--- config.mk ---
export PLATFORM = sky130hd
export DESIGN_NAME = enable_supervisor
export DESIGN_NICKNAME = d
export VERILOG_FILES = /design/src/pkg/sup_pkg.sv /design/src/logic/enable_supervisor.sv
export SDC_FILE = /design/constraint.sdc
export NUM_CORES = 1
export LEC_CHECK = 0
export BUFFER_PORTS_ARGS = -buffer_cell sky130_fd_sc_hd__clkbuf_2
export CORE_MARGIN = 4
export CORE_UTILIZATION = 52
export DETAILED_ROUTE_END_ITERATION = 16
export HOLD_SLACK_MARGIN = 0.06
export MAX_ROUTING_LAYER = met4
export PLACE_DENSITY = 0.8
export SLEW_MARGIN = 10
export SYNTH_ARGS = -nofsm -noshare
export SYNTH_HDL_FRONTEND = slang
export SYNTH_SLANG_ARGS = --single-unit
--- constraint.sdc ---
create_clock -name hclk -period 3 [get_ports hclk]
set_clock_uncertainty 0.15 [all_clocks]
set_input_delay 0.15 -clock hclk [delete_from_list [all_inputs] [get_ports hclk]]
set_output_delay 0.15 -clock hclk [all_outputs]
set_load 0.03 [all_outputs]
--- src/pkg/sup_pkg.sv ---
// Constants, carrier types and register map of the enable pin and internal supervision block
// Behaviour
// - Enable falling edge raises class A event
// - Enable high valid, low holds block disabled
// - Floating enable reads low through pull-down
// - Enable rise clears fault outputs in modes three/five
// - Report enable level and validity separately
// - Other errors may keep block disabled
// - Send lifesign periodically, check counterpart window
// - Lifesign error: reset event, class B fault
// - Lifesign loss sets both communication error bits
// - Live secondary ready bit, separate from stickies
// - Supervise oscillators via lifesign and reference pins
// - Primary reference failure holds reset, asserts reset_ready
// - Secondary reference failure seen as lifesign loss
// - Configuration protected by continuously checked parity (the code acts on it only while in SUP_RUN)
// - Primary parity failure: permanent reset, secondary off
// - Secondary parity failure seen as lifesign loss
// - Primary oscillator absent: reset, fault, refuse bus
// - Secondary oscillator absent: fault, error, ready zero
// - Secondary oscillator misbehaves: fault, error, ready clear
// - Supervision always on, not software controllable
// - Class A fault only on mode four/six event
// - Fault and reset_ready outputs active low
// - Reset event restores defaults and initial mode
package sup_pkg;

  localparam int CLK_PERIOD_NS = 10;
  localparam int LIFESIGN_PERIOD_NS = 10000;
  localparam int LS_WINDOW_NS = 30000;
  localparam int LS_PERIOD_CYC = LIFESIGN_PERIOD_NS / CLK_PERIOD_NS;
  localparam int LS_WINDOW_CYC = LS_WINDOW_NS / CLK_PERIOD_NS;

  localparam logic [7:0] OFS_CTRL = 8'h00;
  localparam logic [7:0] OFS_STATUS = 8'h04;
  localparam logic [7:0] OFS_ERROR = 8'h08;
  localparam logic [7:0] OFS_CONFIG = 8'h0C;

  localparam int CTRL_CLR_PRI = 0;
  localparam int CTRL_CLR_SEC = 1;

  localparam int STAT_EN_LEVEL = 0;
  localparam int STAT_EN_VALID = 1;
  localparam int STAT_SEC_READY = 2;
  localparam int STAT_FLTA = 3;
  localparam int STAT_FLTB = 4;
  localparam int STAT_RST_RDY = 5;
  localparam int STAT_DISABLED = 6;
  localparam int STAT_SUP_LSB = 8;

  localparam int ERR_PRI_COMM = 0;
  localparam int ERR_SEC_COMM = 1;
  localparam int ERR_PARITY = 2;
  localparam int ERR_REF = 3;
  localparam int ERR_NOSTART = 4;

  localparam int CFG_CLFA = 0;
  localparam int CFG_CLFB = 1;
  localparam logic [7:0] CFG_RESET = 8'h00;
  localparam logic CFG_RESET_PAR = 1'b0;

  localparam logic [2:0] MODE_THIRD = 3'h3;
  localparam logic [2:0] MODE_FOURTH = 3'h4;
  localparam logic [2:0] MODE_FIFTH = 3'h5;
  localparam logic [2:0] MODE_SIXTH = 3'h6;

  typedef enum logic [3:0] {
    SUP_RUN = 4'h1,
    SUP_HOLD = 4'h2,
    SUP_DEAD = 4'h4,
    SUP_NOSTART = 4'h8
  } sup_state_t;

  typedef struct packed {
    logic enable_pin;
    logic lifesign_rx;
    logic pri_ref_fault;
    logic osc_running;
    logic [2:0] op_mode;
  } sup_in_t;

  typedef struct packed {
    logic class_a_fault_n;
    logic class_b_fault_n;
    logic reset_ready_n;
    logic lifesign_tx;
    logic class_a_event;
    logic reset_event;
    logic sec_emergency_off;
    logic device_disabled;
    logic bus_accept;
  } sup_out_t;

endpackage

--- src/logic/enable_supervisor.sv ---
// Enable pin handling, lifesign watchdog and parity supervision with AHB-Lite registers
//
// Local design decisions: the AHB-Lite slave port and the register offsets.
`timescale 1ns/1ps
module enable_supervisor import sup_pkg::*; #(
  parameter int LS_PERIOD = LS_PERIOD_CYC,
  parameter int LS_WINDOW = LS_WINDOW_CYC
) (
  // Clock and reset
  input wire logic hclk,
  input wire logic hresetn,
  // AHB-Lite slave
  input wire logic hsel,
  input wire logic [31:0] haddr,
  input wire logic [1:0] htrans,
  input wire logic hwrite,
  input wire logic [2:0] hsize,
  input wire logic [31:0] hwdata,
  input wire logic hready,
  output logic hreadyout,
  output logic hresp,
  output logic [31:0] hrdata,
  // Pins, link and mode
  input wire sup_in_t pins_in,
  output sup_out_t pins_out
);

  localparam int CW = 12;
  localparam logic [CW-1:0] TX_LAST = CW'(LS_PERIOD - 1);
  localparam logic [CW-1:0] RX_LAST = CW'(LS_WINDOW - 1);

  typedef struct packed {
    sup_state_t sup;
    logic en_s1;
    logic en_s2;
    logic en_prev;
    logic [CW-1:0] tx_cnt;
    logic [CW-1:0] rx_cnt;
    logic sec_ready;
    logic flta_n;
    logic fltb_n;
    logic rst_n;
    logic cls_a_evt;
    logic rst_evt;
    logic emerg_off;
    logic disabled;
    logic ls_tx;
    logic pri_comm;
    logic sec_comm;
    logic par_err;
    logic ref_err;
    logic nostart_err;
    logic [7:0] cfg;
    logic cfg_par;
    logic ph_wr;
    logic [7:0] ph_addr;
    logic [31:0] rdata;
  } state_t;

  localparam state_t STATE_RST = '{
    sup: SUP_NOSTART,
    flta_n: 1'b1,
    fltb_n: 1'b1,
    cfg: CFG_RESET,
    cfg_par: CFG_RESET_PAR,
    default: '0
  };

  state_t r;
  state_t nxt;

  logic en_rise;
  logic en_fall;
  logic bus_go;
  logic par_bad;
  logic mode_a_trip;
  logic mode_a_clear;

  // Edges seen only on the synchronised copy, so one edge gives one event
  assign en_rise = r.en_s2 && !r.en_prev;
  assign en_fall = !r.en_s2 && r.en_prev;
  assign bus_go = hsel && hready && htrans[1];
  // Acted on only while sup is SUP_RUN; software has no way to mask it
  assign par_bad = (^r.cfg) != r.cfg_par;
  assign mode_a_trip = (pins_in.op_mode == MODE_FOURTH) || (pins_in.op_mode == MODE_SIXTH);
  assign mode_a_clear = (pins_in.op_mode == MODE_THIRD) || (pins_in.op_mode == MODE_FIFTH);

  function automatic logic [31:0] reg_read(input state_t s, input logic [7:0] a);
    logic [31:0] d;
    d = 32'h0000_0000;
    case (a)
      OFS_STATUS: begin
        d[STAT_EN_LEVEL] = s.en_s2;
        d[STAT_EN_VALID] = s.en_s2;
        d[STAT_SEC_READY] = s.sec_ready;
        d[STAT_FLTA] = s.flta_n;
        d[STAT_FLTB] = s.fltb_n;
        d[STAT_RST_RDY] = s.rst_n;
        d[STAT_DISABLED] = s.disabled;
        d[STAT_SUP_LSB +: 4] = s.sup;
      end
      OFS_ERROR: begin
        d[ERR_PRI_COMM] = s.pri_comm;
        d[ERR_SEC_COMM] = s.sec_comm;
        d[ERR_PARITY] = s.par_err;
        d[ERR_REF] = s.ref_err;
        d[ERR_NOSTART] = s.nostart_err;
      end
      OFS_CONFIG: d[7:0] = s.cfg;
      default: d = 32'h0000_0000;
    endcase
    return d;
  endfunction

  always_comb begin
    nxt = r;
    nxt.cls_a_evt = 1'b0;
    nxt.rst_evt = 1'b0;
    nxt.ls_tx = 1'b0;
    nxt.en_s1 = pins_in.enable_pin;
    nxt.en_s2 = r.en_s1;
    nxt.en_prev = r.en_s2;

    // Bus address phase; read data is prepared so it leaves a flip-flop
    nxt.ph_wr = bus_go && hwrite;
    nxt.ph_addr = haddr[7:0];
    if (bus_go && !hwrite) begin
      nxt.rdata = reg_read(r, haddr[7:0]);
    end

    // Data phase writes; refused unless the primary side is running
    if (r.ph_wr && r.sup == SUP_RUN) begin
      case (r.ph_addr)
        OFS_CTRL: begin
          if (hwdata[CTRL_CLR_PRI]) begin
            nxt.pri_comm = 1'b0;
            nxt.par_err = 1'b0;
            nxt.ref_err = 1'b0;
            nxt.nostart_err = 1'b0;
            if (!(r.cfg[CFG_CLFA] && !r.en_s2)) begin
              nxt.flta_n = 1'b1;
            end
            if (!(r.cfg[CFG_CLFB] && !r.sec_ready)) begin
              nxt.fltb_n = 1'b1;
            end
          end
          if (hwdata[CTRL_CLR_SEC]) begin
            nxt.sec_comm = 1'b0;
          end
        end
        OFS_CONFIG: begin
          nxt.cfg = hwdata[7:0];
          nxt.cfg_par = ^hwdata[7:0];
        end
        default: begin
        end
      endcase
    end

    // Enable events come after writes so a set beats a clear
    if (en_fall) begin
      nxt.cls_a_evt = 1'b1;
      if (mode_a_trip) begin
        nxt.flta_n = 1'b0;
      end
    end
    if (en_rise && mode_a_clear) begin
      nxt.flta_n = 1'b1;
      nxt.fltb_n = 1'b1;
    end

    case (r.sup)
      SUP_NOSTART: begin
        if (pins_in.osc_running) begin
          nxt.sup = SUP_RUN;
          nxt.rst_n = 1'b1;
          nxt.emerg_off = 1'b0;
        end else begin
          nxt.rst_n = 1'b0;
          nxt.fltb_n = 1'b0;
          nxt.emerg_off = 1'b1;
          nxt.nostart_err = 1'b1;
        end
      end
      SUP_RUN: begin
        if (par_bad) begin
          nxt.sup = SUP_DEAD;
          nxt.rst_n = 1'b0;
          nxt.fltb_n = 1'b0;
          nxt.emerg_off = 1'b1;
          nxt.par_err = 1'b1;
          nxt.rst_evt = 1'b1;
          nxt.sec_ready = 1'b0;
        end else if (pins_in.pri_ref_fault) begin
          nxt.sup = SUP_HOLD;
          nxt.rst_n = 1'b0;
          nxt.fltb_n = 1'b0;
          nxt.ref_err = 1'b1;
          nxt.rst_evt = 1'b1;
          nxt.sec_ready = 1'b0;
        end else begin
          if (r.tx_cnt == TX_LAST) begin
            nxt.tx_cnt = '0;
            nxt.ls_tx = 1'b1;
          end else begin
            nxt.tx_cnt = r.tx_cnt + 1'b1;
          end
          // A missing lifesign covers a dead, drifting or parity-failed secondary
          if (pins_in.lifesign_rx) begin
            nxt.rx_cnt = '0;
            nxt.sec_ready = 1'b1;
          end else if (r.rx_cnt == RX_LAST) begin
            nxt.rx_cnt = '0;
            nxt.sec_ready = 1'b0;
            nxt.pri_comm = 1'b1;
            nxt.sec_comm = 1'b1;
            nxt.fltb_n = 1'b0;
            nxt.rst_evt = 1'b1;
          end else begin
            nxt.rx_cnt = r.rx_cnt + 1'b1;
          end
        end
      end
      SUP_HOLD: begin
        nxt.rst_n = 1'b0;
        nxt.tx_cnt = '0;
        nxt.rx_cnt = '0;
        if (!pins_in.pri_ref_fault) begin
          nxt.sup = SUP_RUN;
          nxt.rst_n = 1'b1;
        end
      end
      SUP_DEAD: begin
        // Only a power reset leaves this state
        nxt.rst_n = 1'b0;
        nxt.emerg_off = 1'b1;
      end
      default: nxt.sup = SUP_NOSTART;
    endcase

    if (nxt.rst_evt) begin
      nxt.cfg = CFG_RESET;
      nxt.cfg_par = CFG_RESET_PAR;
    end
    nxt.disabled = !nxt.en_s2 || nxt.sup != SUP_RUN || !nxt.fltb_n;
  end

  always_ff @(posedge hclk or negedge hresetn) begin
    if (!hresetn) begin
      r <= STATE_RST;
    end else begin
      r <= nxt;
    end
  end

  assign hreadyout = 1'b1;
  assign hresp = 1'b0;
  assign hrdata = r.rdata;
  assign pins_out.class_a_fault_n = r.flta_n;
  assign pins_out.class_b_fault_n = r.fltb_n;
  assign pins_out.reset_ready_n = r.rst_n;
  assign pins_out.lifesign_tx = r.ls_tx;
  assign pins_out.class_a_event = r.cls_a_evt;
  assign pins_out.reset_event = r.rst_evt;
  assign pins_out.sec_emergency_off = r.emerg_off;
  assign pins_out.device_disabled = r.disabled;
  assign pins_out.bus_accept = r.sup == SUP_RUN;
endmodule

==> run summary <==
internal power: 1.767 mW
sw frac: 0.3410
Max Freq: 374.2 MHz
critical path class: reg2reg
CP bufs+invs: 1
CP startpoint kind: flop
peak supply drop: 209.7 uV
Post-synth top flop: dfrtp_1
vias in the first global route: 3063
Post-synth EDFFs: 0
final setup fails: 0
antenna violations before repair: 0
CP Data Required Time: 3.11 ns
share of cells above drive strength 1: 0.1965
grt ovf: 0
gpl congestion: 0.7849
Initial DRT Pass Iterations: 5
worst-margin pin slew: 0.9458 ns
ys async rst share: 1.000
synth unique cells: 64
P_sw: 0.9142 mW
Synth Cell Area: 4153 um^2
unrepaired setup endpoints after global routing: false
max incr delay on CP: 0.69 ns
top-area cell type share of the netlist area: 0.4339
Max Slew Vio Count: 0
Crit-path slowest cell: or4b_1
GRT Total Usage: 0.1951
# IOs: 124
Iteration-0 DRC Markers: 153
die width: 97.37 um
non-filler cells, final: 565
Worst-Skew Late Latency: 0.36 ns
Core ar.: 7727 um^2
Post-DRT Antenna Nets: 0
largest cells by area after synthesis: dfrtp_1 (43%), buf_4 (7.8%), mux2i_1 (4.6%), nand2_1 (3.3%), o211ai_1 (3.3%)
Seq cells post-synth: 75
DR DRC count: 0
vias after detailed routing: 3137
maximum fanout along the worst path: 10
layout overhead on the synthesized area: 13.05%
synth warn: 0
combinational fraction of design power: 0.240
Post-Place Cells: 523
synth cell count leaders: dfrtp_1 (72), buf_4 (43), nand2_1 (36), nor2_1 (21), mux2i_1 (19)
Crit path arrival time: 2.78 ns
CP startpoint: r[93]$_DFF_PN0_
Worst slew margin: 0.3695
crit end category: flop
Sequential Power Share: 0.454
DP HPWL: 5.754 mm
top cell family by delay on the critical path: simple AND/OR/NAND/NOR gates
status: completed
Num CTS Buffers: 9
post-layout min period: 2.672 ns
NumNets Final: 541
Vias/cell: 5.552
Port Buf Inserts: 49
htree depth: 3
Final TNS setup: 0 ns
wire per inst: 14.93 um
CTS Buffer Depth: 2
fill cell count: 626
max_cap viols: 0
RR Startpoint: r[93]$_DFF_PN0_
post-synthesis sequential area ratio: 0.4528
die height: 97.37 um
initial cell density of the core: 0.5374
post-synth top area cell: dfrtp_1
FP Rows: 32
hold_sp: htrans[1]
CTS Hold Bufs: 26
clock network power share: 0.306
drt total wl: 8.435 mm
n_diodes: 0
Crit path top cell by count: and3_1
Die Area: 9480 um^2
Fin. Hold Viols: 0
postcts setup bufs: 0
global-route wire length before repair: 14.75 mm
CP Cell Sequence: or4b_1, clkinv_2, and3_1, and3_1, mux2i_1, nor2_1
# clock sinks: 75
cell with the most instances after synthesis: dfrtp_1
Avg Inst Size Synth: 10.15 um^2
CTS-repair resized insts: 0
P per Cell Area: 571.2 nW/um^2
root buffer cell: clkbuf_8
crit share post-route: 0.8908
Leakage: 2.063 nW
Synth Instances: 409
clock-pin slew on the worst setup and hold paths: 0.09 ns
largest net degree at the start of global routing: 76
CTS tree: done
class of the worst hold path: in2reg
## registers in the layout, indices dropped and copies added, names as in the netlist
signal    count
pins_out      8
nxt           2
r            53
hrdata       12
## kinds of logic after synthesis
| logic type | synth area share |
|---|---|
| XOR/XNOR | 0.03856 |
| flip-flops | 0.4528 |
| multiplexers | 0.06207 |
| buffers and inverters | 0.1172 |
| adder cells (fa/ha/maj) | 0.006025 |
| AND/OR/NAND/NOR | 0.1504 |
| AO/OA/AOI/OAI | 0.1711 |
| other | 0.001808 |
## per-layer routing
metal | global-route usage | vias up | share of wire
met5 | - | - | 0
met2 | 0.3253 | 88 | 0.52
li1 | - | 1505 | -
met3 | 0.03948 | 18 | 0.049
met4 | 0.07561 | 0 | 0.020
met1 | 0.2333 | 1526 | 0.41
## area by class of cell
| class | count | area, um^2 | share of cell area |
|---|---|---|---|
| Clock inverter | 7 | 82.58 | 0.01759 |
| Timing Repair Buffer | 79 | 550.5 | 0.1173 |
| Tap cell | 102 | 127.6 | 0.02719 |
| Clock buffer | 9 | 123.9 | 0.02639 |
| Inverter | 18 | 68.82 | 0.01466 |
| Multi-Input combinational cell | 275 | 1861 | 0.3963 |
| Sequential cell | 75 | 1881 | 0.4006 |
## path summary, 6_finish.rpt
kind	end	slack (ns)	cells past startpoint
hold / removal	hrdata[5]$_DFFE_PN0P_	0.16	4
max in group asynchronous	r[72]$_DFFE_PN0P_	1.74	2
hold reg to reg	nxt[88]$_DFF_PN0_	0.28	0
setup reg to reg	r[43]$_DFFE_PN0P_	0.33	6
setup / recovery	r[43]$_DFFE_PN0P_	0.33	6
min in group asynchronous	r[40]$_DFF_PN0_	0.33	2
## power groups by stage
stage	registers [mW]	clock network [mW]	logic, mW
3_5_place_dp	1.24	0	0.617
3_3_place_gp	1.23	0	0.600
6_report	1.22	0.822	0.642
5_1_grt	1.24	0.891	0.724
2_1_floorplan	1.21	0	0.537
4_1_cts	1.22	0.844	0.649
## tightest hold or removal path, delay by kind of cell
kind,cells,cell delay (ns)
AOI/OAI and AO/OA,1,0.10
buffers and inverters,2,0.29
and+or+nand+nor,1,0.08
## through the flow
step	total power, mW	utilization	worst slack [ns]	area, um^2	hold WS, ns
after global placement	1.830	0.5471	0.4294	4228	0.1109
after detailed placement	1.855	0.5471	0.3714	4228	0.1105
final	2.681	0.6075	0.3277	4695	0.1567
after global routing	2.851	0.6075	0.2148	4695	0.1655
after floorplan	1.746	-	0.6830	4228	-0.2956
after CTS	2.710	0.6075	0.3374	4695	0.1373
## cells in the final DEF, fill, tap and decap left out, drive strengths merged, types with 3 or more instances in the layout
master | Yosys | routed
a211oi | 7 | 7
xnor2 | 10 | 10
mux2i | 20 | 20
o2bb2ai | 4 | 4
nand3b | 3 | 3
mux2 | 4 | 4
dfrtp | 72 | 72
nand3 | 14 | 14
conb | 2 | 22
nand2 | 36 | 36
o31ai | 3 | 3
a21oi | 6 | 6
or3 | 3 | 3
dlygate4sd3 | 0 | 26
inv | 17 | 21
and3 | 5 | 5
or4b | 3 | 3
a22oi | 9 | 9
clkbuf | 10 | 57
dfstp | 3 | 3
o211ai | 18 | 18
o21ai | 17 | 17
nor2b | 5 | 5
a22o | 14 | 14
nor3 | 8 | 8
buf | 51 | 5
xor2 | 3 | 3
nor2 | 22 | 22
nand2b | 5 | 5
nand4 | 4 | 4
Note: power is estimated with default switching activity, not from simulation.
